===== src/pkg/rxa_pkg.sv =====
// package: register map, field positions, reset values and carrier types for the rx A irq block
package rxa_pkg;

    // register indices; byte address is four times the index
    localparam logic [7:0] IDX_IRQ_EN = 8'h07;
    localparam logic [7:0] IDX_STATUS = 8'h08;
    localparam logic [7:0] IDX_DATA_A = 8'h09;
    localparam logic [7:0] IDX_GAP_LEN = 8'h0A;
    localparam logic [7:0] IDX_IRQ_CLR = 8'h0B;

    // field positions shared by enable, status and clear registers
    localparam int BIT_FULL = 0;
    localparam int BIT_EOF = 1;
    localparam int BIT_OVERRUN = 2;
    localparam int EVT_W = 3;

    // reset values
    localparam logic [2:0] RST_IRQ_EN = 3'h0;
    localparam logic [2:0] RST_STATUS = 3'h0;
    localparam logic [7:0] RST_DATA_A = 8'h00;
    localparam logic [7:0] RST_GAP_LEN = 8'h00;
    localparam logic [31:0] RST_PRDATA = 32'h0000_0000;

    // apb request as seen by the slave
    typedef struct packed {
        logic psel;
        logic penable;
        logic pwrite;
        logic [31:0] paddr;
        logic [31:0] pwdata;
    } rxa_apb_req_t;

    // channel A receiver strobes, all on the system clock
    typedef struct packed {
        logic bit_stb;
        logic bit_ok;
        logic load;
        logic [7:0] data;
    } rxa_rx_t;

    // end-of-frame detector state
    typedef struct packed {
        logic armed;
        logic [7:0] count;
        logic eof;
    } rxa_eof_state_t;

    // top level state
    typedef struct packed {
        logic [2:0] irq_en;
        logic [2:0] status;
        logic [7:0] data_a;
        logic [7:0] gap_len;
        logic pready;
        logic pslverr;
        logic [31:0] prdata;
        logic irq;
    } rxa_state_t;

endpackage


===== src/logic/rxa_eof_detect.sv =====
// end-of-frame detector: counts invalid bits after a valid reception
module rxa_eof_detect (
    input wire logic i_clk,
    input wire logic i_rst,
    input wire logic i_bit_stb,
    input wire logic i_bit_ok,
    input wire logic [7:0] i_gap_len,
    output logic o_eof
);

    rxa_pkg::rxa_eof_state_t s_q;
    rxa_pkg::rxa_eof_state_t s_d;

    always_comb
    begin
        s_d = s_q;
        s_d.eof = 1'b0;
        if (i_bit_stb)
        begin
            if (i_bit_ok)
            begin
                // any valid bit restarts the gap count
                s_d.armed = 1'b1;
                s_d.count = 8'h00;
            end
            else if (s_q.armed)
            begin
                // count+1 invalid bits now exceeds the gap when count equals it
                if (s_q.count == i_gap_len)
                begin
                    s_d.eof = 1'b1;
                    s_d.armed = 1'b0;
                    s_d.count = 8'h00;
                end
                else
                begin
                    s_d.count = s_q.count + 8'h01;
                end
            end
        end
    end

    always_ff @(posedge i_clk)
    begin
        if (i_rst)
        begin
            s_q <= '0;
        end
        else
        begin
            s_q <= s_d;
        end
    end

    assign o_eof = s_q.eof;

endmodule // rxa_eof_detect


===== src/logic/rxa_irq_ctrl.sv =====
// channel A receive interrupt controller with apb register access
module rxa_irq_ctrl (
    input wire logic I_CLK_SYS,
    input wire logic I_RST,
    input wire logic I_PSEL,
    input wire logic I_PENABLE,
    input wire logic I_PWRITE,
    input wire logic [31:0] I_PADDR,
    input wire logic [31:0] I_PWDATA,
    input wire rxa_pkg::rxa_rx_t I_RX,
    output logic [31:0] O_PRDATA,
    output logic O_PREADY,
    output logic O_PSLVERR,
    output logic O_IRQ
);

    rxa_pkg::rxa_state_t s_q;
    rxa_pkg::rxa_state_t s_d;
    rxa_pkg::rxa_apb_req_t req;
    logic eof_evt;
    logic access;
    logic commit;
    logic [7:0] idx;
    logic addr_ok;
    logic [2:0] set_bits;
    logic [2:0] clr_bits;

    // word index of a byte address from bits 9:2; offset and high bits are ignored here and rejected by is_mapped
    function automatic logic [7:0] word_index(input logic [31:0] addr);
        word_index = addr[9:2];
    endfunction

    function automatic logic is_mapped(input logic [31:0] addr, input logic wr);
        logic [7:0] i;
        i = addr[9:2];
        is_mapped = 1'b0;
        if (addr[1:0] == 2'b00 && addr[31:10] == 22'h00_0000)
        begin
            case (i)
                rxa_pkg::IDX_IRQ_EN: is_mapped = 1'b1;
                rxa_pkg::IDX_GAP_LEN: is_mapped = 1'b1;
                rxa_pkg::IDX_STATUS: is_mapped = !wr;
                rxa_pkg::IDX_DATA_A: is_mapped = !wr;
                rxa_pkg::IDX_IRQ_CLR: is_mapped = wr;
                default: is_mapped = 1'b0;
            endcase
        end
    endfunction

    function automatic logic [31:0] read_value(
        input logic [7:0] i,
        input rxa_pkg::rxa_state_t s
    );
        read_value = 32'h0000_0000;
        case (i)
            rxa_pkg::IDX_IRQ_EN: read_value = {29'h0000_0000, s.irq_en};
            rxa_pkg::IDX_STATUS: read_value = {29'h0000_0000, s.status};
            rxa_pkg::IDX_DATA_A: read_value = {24'h00_0000, s.data_a};
            rxa_pkg::IDX_GAP_LEN: read_value = {24'h00_0000, s.gap_len};
            default: read_value = 32'h0000_0000;
        endcase
    endfunction

    rxa_eof_detect u_eof (
        .i_clk(I_CLK_SYS),
        .i_rst(I_RST),
        .i_bit_stb(I_RX.bit_stb),
        .i_bit_ok(I_RX.bit_ok),
        .i_gap_len(s_q.gap_len),
        .o_eof(eof_evt)
    );

    always_comb
    begin
        req.psel = I_PSEL;
        req.penable = I_PENABLE;
        req.pwrite = I_PWRITE;
        req.paddr = I_PADDR;
        req.pwdata = I_PWDATA;
    end

    // two-edge access: first edge latches read data and raises pready, second completes
    assign access = req.psel && req.penable;
    assign commit = access && s_q.pready;
    assign idx = word_index(req.paddr);
    assign addr_ok = is_mapped(req.paddr, req.pwrite);

    always_comb
    begin
        set_bits = 3'h0;
        clr_bits = 3'h0;

        // hardware events
        if (I_RX.load)
        begin
            set_bits[rxa_pkg::BIT_FULL] = 1'b1;
            if (s_q.status[rxa_pkg::BIT_FULL])
            begin
                // previous byte still unread when the new one arrives
                set_bits[rxa_pkg::BIT_OVERRUN] = 1'b1;
            end
        end
        if (eof_evt)
        begin
            set_bits[rxa_pkg::BIT_EOF] = 1'b1;
        end

        // software clears, only at the completing edge
        if (commit && !s_q.pslverr)
        begin
            if (req.pwrite && idx == rxa_pkg::IDX_IRQ_CLR)
            begin
                clr_bits = req.pwdata[2:0];
            end
            else if (!req.pwrite && idx == rxa_pkg::IDX_STATUS)
            begin
                // only a request the host actually saw is acknowledged
                clr_bits[rxa_pkg::BIT_EOF] = s_q.prdata[rxa_pkg::BIT_EOF];
            end
            else if (!req.pwrite && idx == rxa_pkg::IDX_DATA_A)
            begin
                // reading the byte clears the full flag unless a new byte loads in the same cycle; data_a keeps its value
                clr_bits[rxa_pkg::BIT_FULL] = 1'b1;
            end
        end
    end

    always_comb
    begin
        s_d = s_q;

        // set wins over a clear landing in the same cycle
        s_d.status = (s_q.status & ~clr_bits) | set_bits;

        if (I_RX.load)
        begin
            s_d.data_a = I_RX.data;
        end

        if (access && !s_q.pready)
        begin
            s_d.pready = 1'b1;
            s_d.pslverr = !addr_ok;
            if (!req.pwrite && addr_ok)
            begin
                s_d.prdata = read_value(idx, s_q);
            end
            else
            begin
                s_d.prdata = rxa_pkg::RST_PRDATA;
            end
        end
        else if (commit)
        begin
            s_d.pready = 1'b0;
            s_d.pslverr = 1'b0;
            if (req.pwrite && !s_q.pslverr)
            begin
                case (idx)
                    rxa_pkg::IDX_IRQ_EN: s_d.irq_en = req.pwdata[2:0];
                    rxa_pkg::IDX_GAP_LEN: s_d.gap_len = req.pwdata[7:0];
                    default: s_d.irq_en = s_q.irq_en;
                endcase
            end
        end
        else
        begin
            s_d.pready = 1'b0;
            s_d.pslverr = 1'b0;
        end

        // level output follows the next-state flags so it tracks them without lag
        s_d.irq = |(s_d.status & s_d.irq_en);
    end

    always_ff @(posedge I_CLK_SYS)
    begin
        if (I_RST)
        begin
            s_q.irq_en <= rxa_pkg::RST_IRQ_EN;
            s_q.status <= rxa_pkg::RST_STATUS;
            s_q.data_a <= rxa_pkg::RST_DATA_A;
            s_q.gap_len <= rxa_pkg::RST_GAP_LEN;
            s_q.pready <= 1'b0;
            s_q.pslverr <= 1'b0;
            s_q.prdata <= rxa_pkg::RST_PRDATA;
            s_q.irq <= 1'b0;
        end
        else
        begin
            s_q <= s_d;
        end
    end

    assign O_PRDATA = s_q.prdata;
    assign O_PREADY = s_q.pready;
    assign O_PSLVERR = s_q.pslverr;
    assign O_IRQ = s_q.irq;

endmodule // rxa_irq_ctrl


===== config.mk =====
export PLATFORM = sky130hd
export DESIGN_NAME = rxa_irq_ctrl
export DESIGN_NICKNAME = d
export VERILOG_FILES = /design/src/pkg/rxa_pkg.sv /design/src/logic/rxa_eof_detect.sv /design/src/logic/rxa_irq_ctrl.sv
export SDC_FILE = /design/constraint.sdc
export NUM_CORES = 1
export LEC_CHECK = 0
export BUFFER_PORTS_ARGS = -buffer_cell sky130_fd_sc_hd__buf_2
export CAP_MARGIN = 20
export CORE_ASPECT_RATIO = 1.75
export CORE_MARGIN = 10
export CORE_UTILIZATION = 49
export CTS_CLUSTER_SIZE = 8
export DETAILED_ROUTE_END_ITERATION = 8
export PLACE_DENSITY = 0.81
export SYNTH_ARGS = -nofsm -noshare
export SYNTH_HDL_FRONTEND = slang
export SYNTH_SLANG_ARGS = --single-unit

===== constraint.sdc =====
create_clock -name I_CLK_SYS -period 2.91 [get_ports I_CLK_SYS]
set_input_delay 0.291 -clock I_CLK_SYS [delete_from_list [all_inputs] [get_ports I_CLK_SYS]]
set_output_delay 0.291 -clock I_CLK_SYS [all_outputs]
set_load 0.02 [all_outputs]

Yosys cells after proc, flatten, opt, wreduce, memory -nomap -nowiden
Index checks and enable logic that the tools add are counted.
{ "op_classes": {"add_sub_neg": 1, "n_eq_ne": 6, "mux": 24, "bitwise_logic": 7, "reduce_logical": 24} }
{ "op_table": {"columns": ["operator", "n"], "rows": [
  ["equality test 8 x 4 -> 1 bit, second input constant", 4],
  ["case mux 8 bit (4 select lines)", 1],
  ["logical NOT 22 bit", 1],
  ["two-way mux 8 bit", 2],
  ["two-way mux 3 bit", 5],
  ["two-way mux 1 bit", 11],
  ["logical AND 1 bit", 10],
  ["two-way mux 10 bit", 1],
  ["two-way mux 9 bit", 1],
  ["adder 8 x 1 -> 8 bit, second input constant", 1],
  ["equality test 8 x 3 -> 1 bit, second input constant", 1],
  ["equality test 8 bit", 1],
  ["bitwise AND 3 bit", 2],
  ["OR reduction 2 bit", 3],
  ["logical NOT 1 bit", 4],
  ["two-way mux 2 bit", 2],
  ["AND reduction 4 bit", 1],
  ["OR reduction 4 bit", 1],
  ["inverter 1 bit", 3],
  ["inverter 3 bit", 1],
  ["OR 3 bit", 1],
  ["case mux 1 bit (3 select lines)", 1],
  ["OR reduction 3 bit", 1],
  ["logical NOT 2 bit", 1],
  ["other kinds (2)", 2]
]} }
{ "word_totals": {"ff_bits": 67, "inputBits": 80, "elab_cells": 73} }

Depth between registers and ports, before layout
Gate-level depths: netlist of run 1.
{ "logic_depth": {"ltp_word": 11, "ltp_mapped": 6, "depth_no_buf": 6} }

Modules after synthesis
Synthesis of run 1 repeated with hierarchy kept, for this count alone.
{ "hier_totals": {"cells_unflattened": 246, "area_unflattened_um2": 2318.5} }
{ "modules_own_cells": {"columns": ["module", "instances", "cells_each", "area_per_inst_um2"], "rows": [
  ["rxa_irq_ctrl", 1, 190, 1785.5],
  ["rxa_eof_detect", 1, 56, 533.0]
]} }

Least setup slack after synthesis of run 1
Ideal clock, no wire load.
{ "synth_path": {"path_kind": "input-to-reg", "from": "in I_PADDR[7]", "to": "reg s_q (netlist bit O_IRQ)", "setup_time_ns": 0.122, "t_arrival_ns": 1.787, "t_required_ns": 2.788, "path_slack_ns": 1.001, "cell_stages": 5, "n_path_buf": 0, "cell_sequence": "or4_4 nor4_4 mux2i_1 nor2_1 a221o_1"} }
{ "synth_via": {"elab_chain_len": 11, "word_cells_on_any_way": 22, "cone_classes": "eq/ne: 4; mux: 10; bitwise: 4; reduce/logical: 4"} }
{ "synth_lines": {"columns": ["item", "line", "source"], "rows": [
  ["start, declared", "rxa_irq_ctrl.sv:8", "input wire logic [31:0] I_PADDR,"],
  ["equality test 8 x 4 -> 1 bit", "rxa_irq_ctrl.sv:120", "else if (!req.pwrite && idx == rxa_pkg::IDX_DATA_A)"],
  ["logical AND 1 bit", "rxa_irq_ctrl.sv:120", null],
  ["two-way mux 1 bit", "rxa_irq_ctrl.sv:120", null],
  ["two-way mux 1 bit", "rxa_irq_ctrl.sv:115", "else if (!req.pwrite && idx == rxa_pkg::IDX_STATUS)"],
  ["two-way mux 2 bit", "rxa_irq_ctrl.sv:111", "if (req.pwrite && idx == rxa_pkg::IDX_IRQ_CLR)"],
  ["two-way mux 3 bit", "rxa_irq_ctrl.sv:109", "if (commit && !s_q.pslverr)"],
  ["inverter 3 bit", "rxa_irq_ctrl.sv:133", "s_d.status = (s_q.status & ~clr_bits) | set_bits;"],
  ["bitwise AND 3 bit", "rxa_irq_ctrl.sv:133", null],
  ["OR 3 bit", "rxa_irq_ctrl.sv:133", null],
  ["bitwise AND 3 bit (*)", "rxa_irq_ctrl.sv:173", "s_d.irq = |(s_d.status & s_d.irq_en);"],
  ["OR reduction 3 bit (*)", "rxa_irq_ctrl.sv:173", null],
  ["end, declared", "rxa_irq_ctrl.sv:17", "rxa_pkg::rxa_state_t s_q;"]
]} }
Every way passes the cells marked *; elsewhere a longest branch is shown, timed or not.
A chain may end at the register's enable or synchronous reset.

Worst setup path in the final report of run 1
{ "layout_path": {"from": "reg s_q (netlist bit O_PRDATA[1])", "to": "reg s_q (netlist bit O_IRQ)"} }
{ "layout_via": {"elab_chain_len": 8} }
{ "layout_lines": {"columns": ["item", "line"], "rows": [
  ["two-way mux 1 bit", "rxa_irq_ctrl.sv:115"],
  ["two-way mux 2 bit", "rxa_irq_ctrl.sv:111"],
  ["two-way mux 3 bit", "rxa_irq_ctrl.sv:109"],
  ["inverter 3 bit", "rxa_irq_ctrl.sv:133"],
  ["bitwise AND 3 bit", "rxa_irq_ctrl.sv:133"],
  ["OR 3 bit", "rxa_irq_ctrl.sv:133"],
  ["bitwise AND 3 bit", "rxa_irq_ctrl.sv:173"],
  ["OR reduction 3 bit", "rxa_irq_ctrl.sv:173"]
]} }
No other way between the ends.

==> summary.md, run 1 <==
| Metric | Value |
|---|---|
| EDFF count, synth | 0 |
| Crit path DAT | 2.13 ns |
| Yosys cell types | 43 |
| Largest fanout on the critical path | 3 |
| Synthesized flop and latch total | 43 |
| Die W | 72.08 um |
| Post CTS Setup Buffer Count | 0 |
| Clk Latency, worst-skew pair | 0.30 ns |
| PwrDens | 426.9 mW/mm^2 |
| Initial Utilization | 0.5030 |
| Routability congestion estimate | 0.8282 |
| Status | complete, no violations |
| Synth Warn # | 0 |
| Slew @ Worst Pin | 0.6837 ns |
| Max Cap Viol | 0 |
| Antenna-violating nets left | 0 |
| Cells after DPL | 360 |
| Met3 WL | 630 um |
| Total grt overflow | 0 |
| Clock root cell | clkbuf_8 |
| Max Buffers Root-to-Sink | 2 |
| Synthesized area | 0.002326 sq mm |
| Reg2Reg Setup Slack | 0.98 ns |
| CTS clock-pin slew for the worst setup and hold paths | around 0.080 ns |
| Area Growth Syn to Fin | 12.48% |
| Area leader, netlist | dfxtp_1 |
| Met2 routed WL | 3214 um |
| Critical Path End Type | flip-flop |
| Worst R2R End | O_IRQ |
| Ys flop type | dfxtp_1 |
| Hold Path Class | in -> reg |
| Worst Skew | 0.008176 ns |
| Routed via count | approximately 2.0k |
| VDD IR max | 0.3057 mV |
| Met1 wire length | 1907 um |
| Critical path type | reg -> reg |
| First DRT Iteration DRCs | 57 |
| Final Net Count | 396 |
| Post-placement cell area | 0.002531 sq mm |
| DRC | 0 |
| Critical Path RT | 3.11 ns |
| Final slew viol count | 0 |
| CORE AREA | ~0.0046 sq mm |
| Worst R2R Path Depth | 5 |
| CTS hold repair buffers | 0 |
| Via/cell ratio | roughly 5.4 |
| Mean Syn Cell Area | 8.981 sq um |
| Post-synth ARST share | 0 |
| Post-route cell area | 0.002616 sq mm |
| CTS sink cnt | 43 |
| First-pass DRT Iterations | 4 |
| Vias in the first global route | 2094 |
| Die ar. | 0.008011 sq mm |
| Reg-to-reg startpoint | O_PRDATA[1] |
| WL/cell | 15.92 um |
| Yosys top cell area share | 0.3701 |
| Finished Layout Cells | approximately 370 |
| ANT cells | 0 |
| Leak Pwr | 1.175 nW |
| CTS tree | done |
| Hold Crit Start | I_PWDATA[4] |
| TNS Setup | 0 ns |
| Largest net degree at the start of global routing | 36 |
| Share of layout cells above drive strength 1 | 0.2532 |
| Startpoint Class | flip-flop |
| Max Fclk | 517.5 MHz |
| Worst Hold Endpoint | s_q[39] |
| Top layer in use | met4 |
| First-pass GRT wire length | roughly 9400 um |
| Resize count post-CTS | 0 |
| Top cells by area, synth | dfxtp_1, buf_4, mux2i_1 |
| RSZ-0062 raised after global routing | false |
| Post-DP HPWL | 4788 um |
| Final wirelength | 5859 um |
| Worst rel slew slack | 0.5442 |
| Initial antenna violation count | 0 |
| Rows | 33 |
| Post-Syn Instances | ~260 |
| Min cycle time layout | 1.932 ns |
| Sequential area share after synthesis | 0.3701 |
| Final Cycle Share | 0.6640 |
| Total GRT Usage | 0.1414 |
| CTS H-tree depth | 2 |
| Die height | 111.1 um |
| Num CTS Buffers | 5 |
| Final number of hold-violating endpoints | 0 |
| Setup violators final | 0 |
| IO Pins | 115 |
| Worst hold path stage count | 3 |
| Port bufs | 66 |
==> worst max-delay path by stage <==
stage	start	endpoint	slack [ns]	cells after the start
after floorplan	I_PADDR[7]	O_IRQ	1.00	5
after global placement	I_PADDR[7]	s_q[41]	0.75	6
after detailed placement	I_PADDR[7]	s_q[37]	0.73	6
after CTS	O_PRDATA[1]	O_IRQ	1.0	5
after global routing	O_PRDATA[1]	O_IRQ	0.90	5
final	O_PRDATA[1]	O_IRQ	0.98	5
==> layer usage <==
layer / track usage / up-vias
met5: 0 / -
met4: 0.06744 / 0
met3: 0.06093 / 8
met2: 0.2689 / 76
met1: 0.1149 / 925
li1: - / 996
==> Yosys cell counts, drive strengths merged, types with 6 or more instances <==
master / n
buf: 35
dfxtp: 43
nor2b: 8
a22o: 9
nor4: 11
nor3: 7
nand4: 6
nand2: 16
mux2i: 23
nor2: 32
xor2: 8
==> worst max-delay path: stages, from the launching register on <==
cell	delay, ns
dfxtp_1	0.37
or4b_1	0.43
a2111oi_0	0.50
o21ba_1	0.19
nor3_1	0.05
a221o_1	0.28
==> through the flow <==
stage               utilization  hold WS [ns]  power, mW  setup slack [ns]
floorplan                     -        0.4264     0.7220             1.001
global placement         0.5473        0.4458     0.7492            0.7536
detailed placement       0.5473        0.4491     0.7519            0.7268
CTS                      0.5657        0.2180      1.123            0.9962
global route             0.5657        0.2221      1.161            0.9016
finish                   0.5657        0.2201      1.117            0.9777
==> power by group <==
part           switching, mW  total [mW]  internal (mW)  leakage [nW]
Clock                  0.209       0.377          0.168        0.0412
Sequential           0.00645       0.605          0.599         0.349
Combinational         0.0866       0.135         0.0484         0.784
==> flip-flops by register name, indices dropped and copies added, names as in the netlist <==
name,flops
O_PSLVERR,1
O_PRDATA,8
O_IRQ,1
u_eof.o_eof,1
u_eof.s_q,9
O_PREADY,1
s_q,22
==> layout make-up <==
cell class	count	area (sq um)
multi-input cells	196	1264
well taps	52	65.06
flip-flops and latches	43	860.8
inverters	3	11.26
clock inverters	2	12.51
fillers	435	2008
clock buffers	6	72.57
repair buffers	66	330.3
==> cells in the final DEF (no fill, tap or decap), types with 2 or more instances in the layout <==
cell / instances
buf_2: 66
dfxtp_1: 43
nor2_1: 31
conb_1: 24
mux2i_1: 23
nand2_1: 16
nor4_1: 9
a22o_1: 9
xor2_1: 8
nor2b_1: 8
nor3_1: 6
nand4_1: 6
a21oi_1: 5
a32o_1: 5
clkbuf_8: 5
nand3_1: 4
and3_1: 4
a221o_1: 4
o21ai_0: 3
inv_1: 3
a22oi_1: 3
a31oi_1: 3
or2_2: 2
o21ai_1: 2
nand4b_1: 2
nand3b_1: 2
nor4_4: 2
==> kinds of logic (layout without fill, tap and decap cells) <==
| family | count (synthesis) | in the layout | synth area share |
|---|---|---|---|
| AOI/OAI and AO/OA | 41 | 41 | 0.1372 |
| xor gates and xnor gates | 8 | 8 | 0.03012 |
| adders and majority gates | 1 | 1 | 0.005378 |
| buffers and inverters | 43 | 77 | 0.1237 |
| DFF | 43 | 43 | 0.3701 |
| muxes | 23 | 23 | 0.09898 |
| other | 1 | 24 | 0.001612 |
| and+or+nand+nor | 99 | 99 | 0.2329 |
Note: power is estimated with default switching activity, not from simulation.
==> run 2, diff against run 1 <==
--- a/config.mk
+++ b/config.mk
@@ -5,14 +5,15 @@
 export SDC_FILE = /design/constraint.sdc
 export NUM_CORES = 1
 export LEC_CHECK = 0
+export ABC_AREA = 1
 export BUFFER_PORTS_ARGS = -buffer_cell sky130_fd_sc_hd__buf_2
 export CAP_MARGIN = 20
 export CORE_ASPECT_RATIO = 1.75
 export CORE_MARGIN = 10
-export CORE_UTILIZATION = 49
+export CORE_UTILIZATION = 43
 export CTS_CLUSTER_SIZE = 8
 export DETAILED_ROUTE_END_ITERATION = 8
-export PLACE_DENSITY = 0.81
+export PLACE_DENSITY = 0.73
 export SYNTH_ARGS = -nofsm -noshare
 export SYNTH_HDL_FRONTEND = slang
 export SYNTH_SLANG_ARGS = --single-unit
==> constraint.sdc (replaced) <==
create_clock -name I_CLK_SYS -period 1.55 [get_ports I_CLK_SYS]
set_input_delay 0.155 -clock I_CLK_SYS [delete_from_list [all_inputs] [get_ports I_CLK_SYS]]
set_output_delay 0.155 -clock I_CLK_SYS [all_outputs]
set_load 0.02 [all_outputs]
==> summary.md, run 2 <==
| Metric | Value |
|---|---|
| Simple-Gate Fraction of Synth Area | 0.3453 (+0.1124) |
| Critical path type | reg -> reg |
| Die W | 77.73 um (+7.8%) |
| Max Fclk | 695.3 MHz (+34%) |
| IO Pins | 115 (unchanged) |
| Tot Pwr | 2.305 mW (+110%) |
| Leak Pwr | 1.397 nW (+19%) |
| Worst R2R Path Depth | 9 (+4) |
| Psw | 0.5724 mW (+89%) |
| Critical Path End Type | flip-flop |
| Post-synth ARST share | 0 (unchanged) |
| Initial Utilization | 0.4453 (-0.05764) |
| Worst hold path stage count | 2 (-1) |
| Top cells by area, synth | dfxtp_1, nor2_1, buf_4 |
| Synth Area in XOR/XNOR | 0.01747 (-0.01266) |
| Area occupied by multi-input gates | 0.001315 sq mm (+4.1%) |
| Synth Warn # | 0 (unchanged) |
| Synthesized flop and latch total | 43 (unchanged) |
| Initial antenna violation count | 0 (unchanged) |
| Reg-to-reg startpoint | s_q[40] |
| Hold Crit Start | I_RX[9] |
| CORE AREA | 0.005630 sq mm (+22%) |
| Synth Area in Compound Gates | 0.1108 (-0.02639) |
| Finished Layout Cells | 528 (+43%) |
| Most frequent cells in the layout | nor2_1, buf_2, nand2_1 |
| RSZ-0062 raised after global routing | true |
| Reg2Reg Setup Slack | 0.11 ns (-0.87 ns) |
| DRC | 0 (unchanged) |
| Fin util | 0.5333 (-0.03241) |
| Routed via count | 2505 (+25%) |
| GRT met3 Usage | 0.04154 (-0.01939) |
| Synthesized area | 0.002507 sq mm (+7.8%) |
| First-pass GRT wire length | 10780 um (+15%) |
| Internal power | 1.733 mW (+110%) |
| Final Net Count | 532 (+34%) |
| Storage cell area | 862.1 sq um (+0.15%) |
| Rows | 36 (+9.1%) |
| Critical Path RT | 1.73 ns (-1.38 ns) |
| Global route hottest layer | met2 |
| Max Cap Viol | 0 (unchanged) |
| Antenna-violating nets left | 0 (unchanged) |
| Clock power share | 0.394 (+0.057) |
| Total grt overflow | 0 (unchanged) |
| Clock root cell | clkbuf_8 |
| Post-DP HPWL | 5605 um (+17%) |
| Combinational power share | 0.112 (-0.009) |
| Hold Path Class | in -> reg |
| Largest fanout on the critical path | 6 (+3) |
| Mean Syn Cell Area | 6.598 sq um (-27%) |
| Filler cells | 574 (+32%) |
| PwrDens | 767.7 mW/mm^2 (+80%) |
| Area leader, netlist | dfxtp_1 |
| WL/cell | 12.81 um (-20%) |
| Via/cell ratio | 4.744 (-13%) |
| Share of layout cells above drive strength 1 | 0.2389 (-0.01423) |
| Ys flop type | dfxtp_1 |
| Most frequent cells after synthesis | nor2_1, nand2_1, dfxtp_1 |
| Most flops, register | s_q |
| Worst Skew | 0.006462 ns (-0.001714 ns) |
| CTS tree | done |
| Yosys top cell area share | 0.3433 (-0.02678) |
| Vias in the first global route | 2418 (+15%) |
| Post-synthesis mux area share | 0 (-0.09898) |
| CTS H-tree depth | 2 (unchanged) |
| Seq pwr share | 0.494 (-0.048) |
| Final number of hold-violating endpoints | 0 (unchanged) |
| Final Cycle Share | 0.9280 (+0.2639) |
| CTS hold repair buffers | 0 (unchanged) |
| Status | complete, no violations |
| VDD IR max | 0.6922 mV (+130%) |
| Largest net degree at the start of global routing | 18 (-50%) |
| Sequential area share after synthesis | 0.3433 (-0.02678) |
| Max Buffers Root-to-Sink | 2 (unchanged) |
| Die height | 121.0 um (+8.9%) |
| Cells after DPL | 520 (+44%) |
| Total GRT Usage | 0.1383 (-0.003086) |
| Most common cell after layout, fill and taps aside | nor2_1 |
| Met2 Usage GRT | 0.2766 (+0.007670) |
| Yosys cell types | 28 (-35%) |
| Final wirelength | 6763 um (+15%) |
| Post-Syn Instances | 380 (+47%) |
| Area Growth Syn to Fin | 19.76% |
| Final slew viol count | 0 (unchanged) |
| Max FFs per register | 22 (unchanged) |
| CTS sink cnt | 43 (unchanged) |
| Fraction of power spent switching nets | 0.2483 (-0.02223) |
| Clk Latency, worst-skew pair | 0.29 ns (about the same) |
| Most numerous cell in the Yosys netlist | nor2_1 |
| Met1 usage | 0.1180 (+0.003037) |
| Main combinational cell family by area after synthesis | simple AND/OR/NAND/NOR gates |
| Setup violators final | 0 (unchanged) |
| Min cycle time layout | 1.438 ns (-0.4939 ns) |
| Num CTS Buffers | 5 (unchanged) |
| EDFF count, synth | 0 (unchanged) |
| Crit path DAT | 1.62 ns (-0.51 ns) |
| Adder-cell share of the synthesized area | 0.004990 (-0.0003892) |
| Startpoint Class | flip-flop |
| Worst R2R End | u_eof.s_q[4] |
| First-pass DRT Iterations | 4 (unchanged) |
| ANT cells | 0 (unchanged) |
| Worst Hold Endpoint | u_eof.o_eof |
| First DRT Iteration DRCs | 167 (+190%) |
| CTS clock-pin slew for the worst setup and hold paths | 0.08 ns (about the same) |
| Die ar. | 0.009406 sq mm (+17%) |
| Port bufs | 66 (unchanged) |
| Routability congestion estimate | 0.8995 (+8.6%) |
-- run 2: cell count changes after synthesis, moves of 6 or more --
cell and delta:
mux2i_1 -23, nor4_1 -8, a211oi_1 +7, nand2_1 +47, nand3_1 +27, inv_1 +36, a22o_1 -9, o21ai_0 +23
a21oi_1 +6, nor2b_1 -8, nor2_1 +53, xor2_1 -7
-- run 2: repair_timing --
| item | 4_1_cts | 5_1_grt |
|---|---|---|
| buffers inserted | 0 | 0 |
| resized for setup | 0 | 11 |
| endpoints found under the setup margin | 0 | 10 |
-- run 2: layer usage --
layer	vias up	routed length, um
met5	-	0
li1	1303	-
met3	18	440
met1	1113	2249
met4	0	223
met2	71	3850
-- run 2: how the worst max path moves through the flow --
| stage | start | endpoint | depth (start not counted) |
|---|---|---|---|
| final | s_q[40] | u_eof.s_q[4] | 9 |
| after global routing | O_PREADY | O_IRQ | 9 |
| after CTS | u_eof.s_q[1] | u_eof.s_q[7] | 6 |
| after detailed placement | u_eof.s_q[1] | u_eof.s_q[7] | 6 |
| after global placement | u_eof.s_q[1] | u_eof.s_q[7] | 6 |
| after floorplan | O_PREADY | O_IRQ | 8 |
-- run 2: layout make-up --
class	count	area share
clock buffers	6	0.02750
repair buffers	81	0.1517
well taps	76	0.03167
multi-input cells	278	0.4379
inverters	42	0.05250
clock inverters	2	0.01167
flip-flops and latches	43	0.2871
-- run 2: worst max-delay path: stages, from the launching register on --
cell     delay (ns)
dfxtp_1        0.42
inv_1          0.08
nand2_1        0.07
nand4_1        0.13
nor2_1         0.20
nand2_2        0.13
nand2_1        0.09
nor2_2         0.06
o21ai_0        0.07
a21oi_1        0.08
-- run 2: logic make-up (layout without fill, tap and decap cells) --
group	count (synthesis)	in the layout
xor gates and xnor gates	5	5
DFF	43	43
adders and majority gates	1	1
and+or+nand+nor	200	200
buffers and inverters	82	131
AOI/OAI and AO/OA	48	48
other	1	24
-- run 2: power groups by stage --
stage	clock network (mW)	logic, mW	registers (mW)
floorplan	0	0.191	1.16
global placement	0	0.250	1.17
detailed placement	0	0.254	1.17
CTS	0.925	0.255	1.14
global route	0.965	0.289	1.14
finish	0.908	0.258	1.14
-- run 2: stage by stage --
stage | TNS, ns | hold WS (ns) | setup slack, ns | area (sq um)
final | 0 | 0.07731 | 0.1117 | 3003
after global routing | -0.01843 | 0.08636 | -0.01843 | 3003
after CTS | 0 | 0.05653 | 0.0003015 | 2977
after detailed placement | 0 | 0.3724 | 0.04937 | 2859
after global placement | 0 | 0.3717 | 0.07355 | 2859
after floorplan | 0 | 0.2335 | 0.06438 | 2594
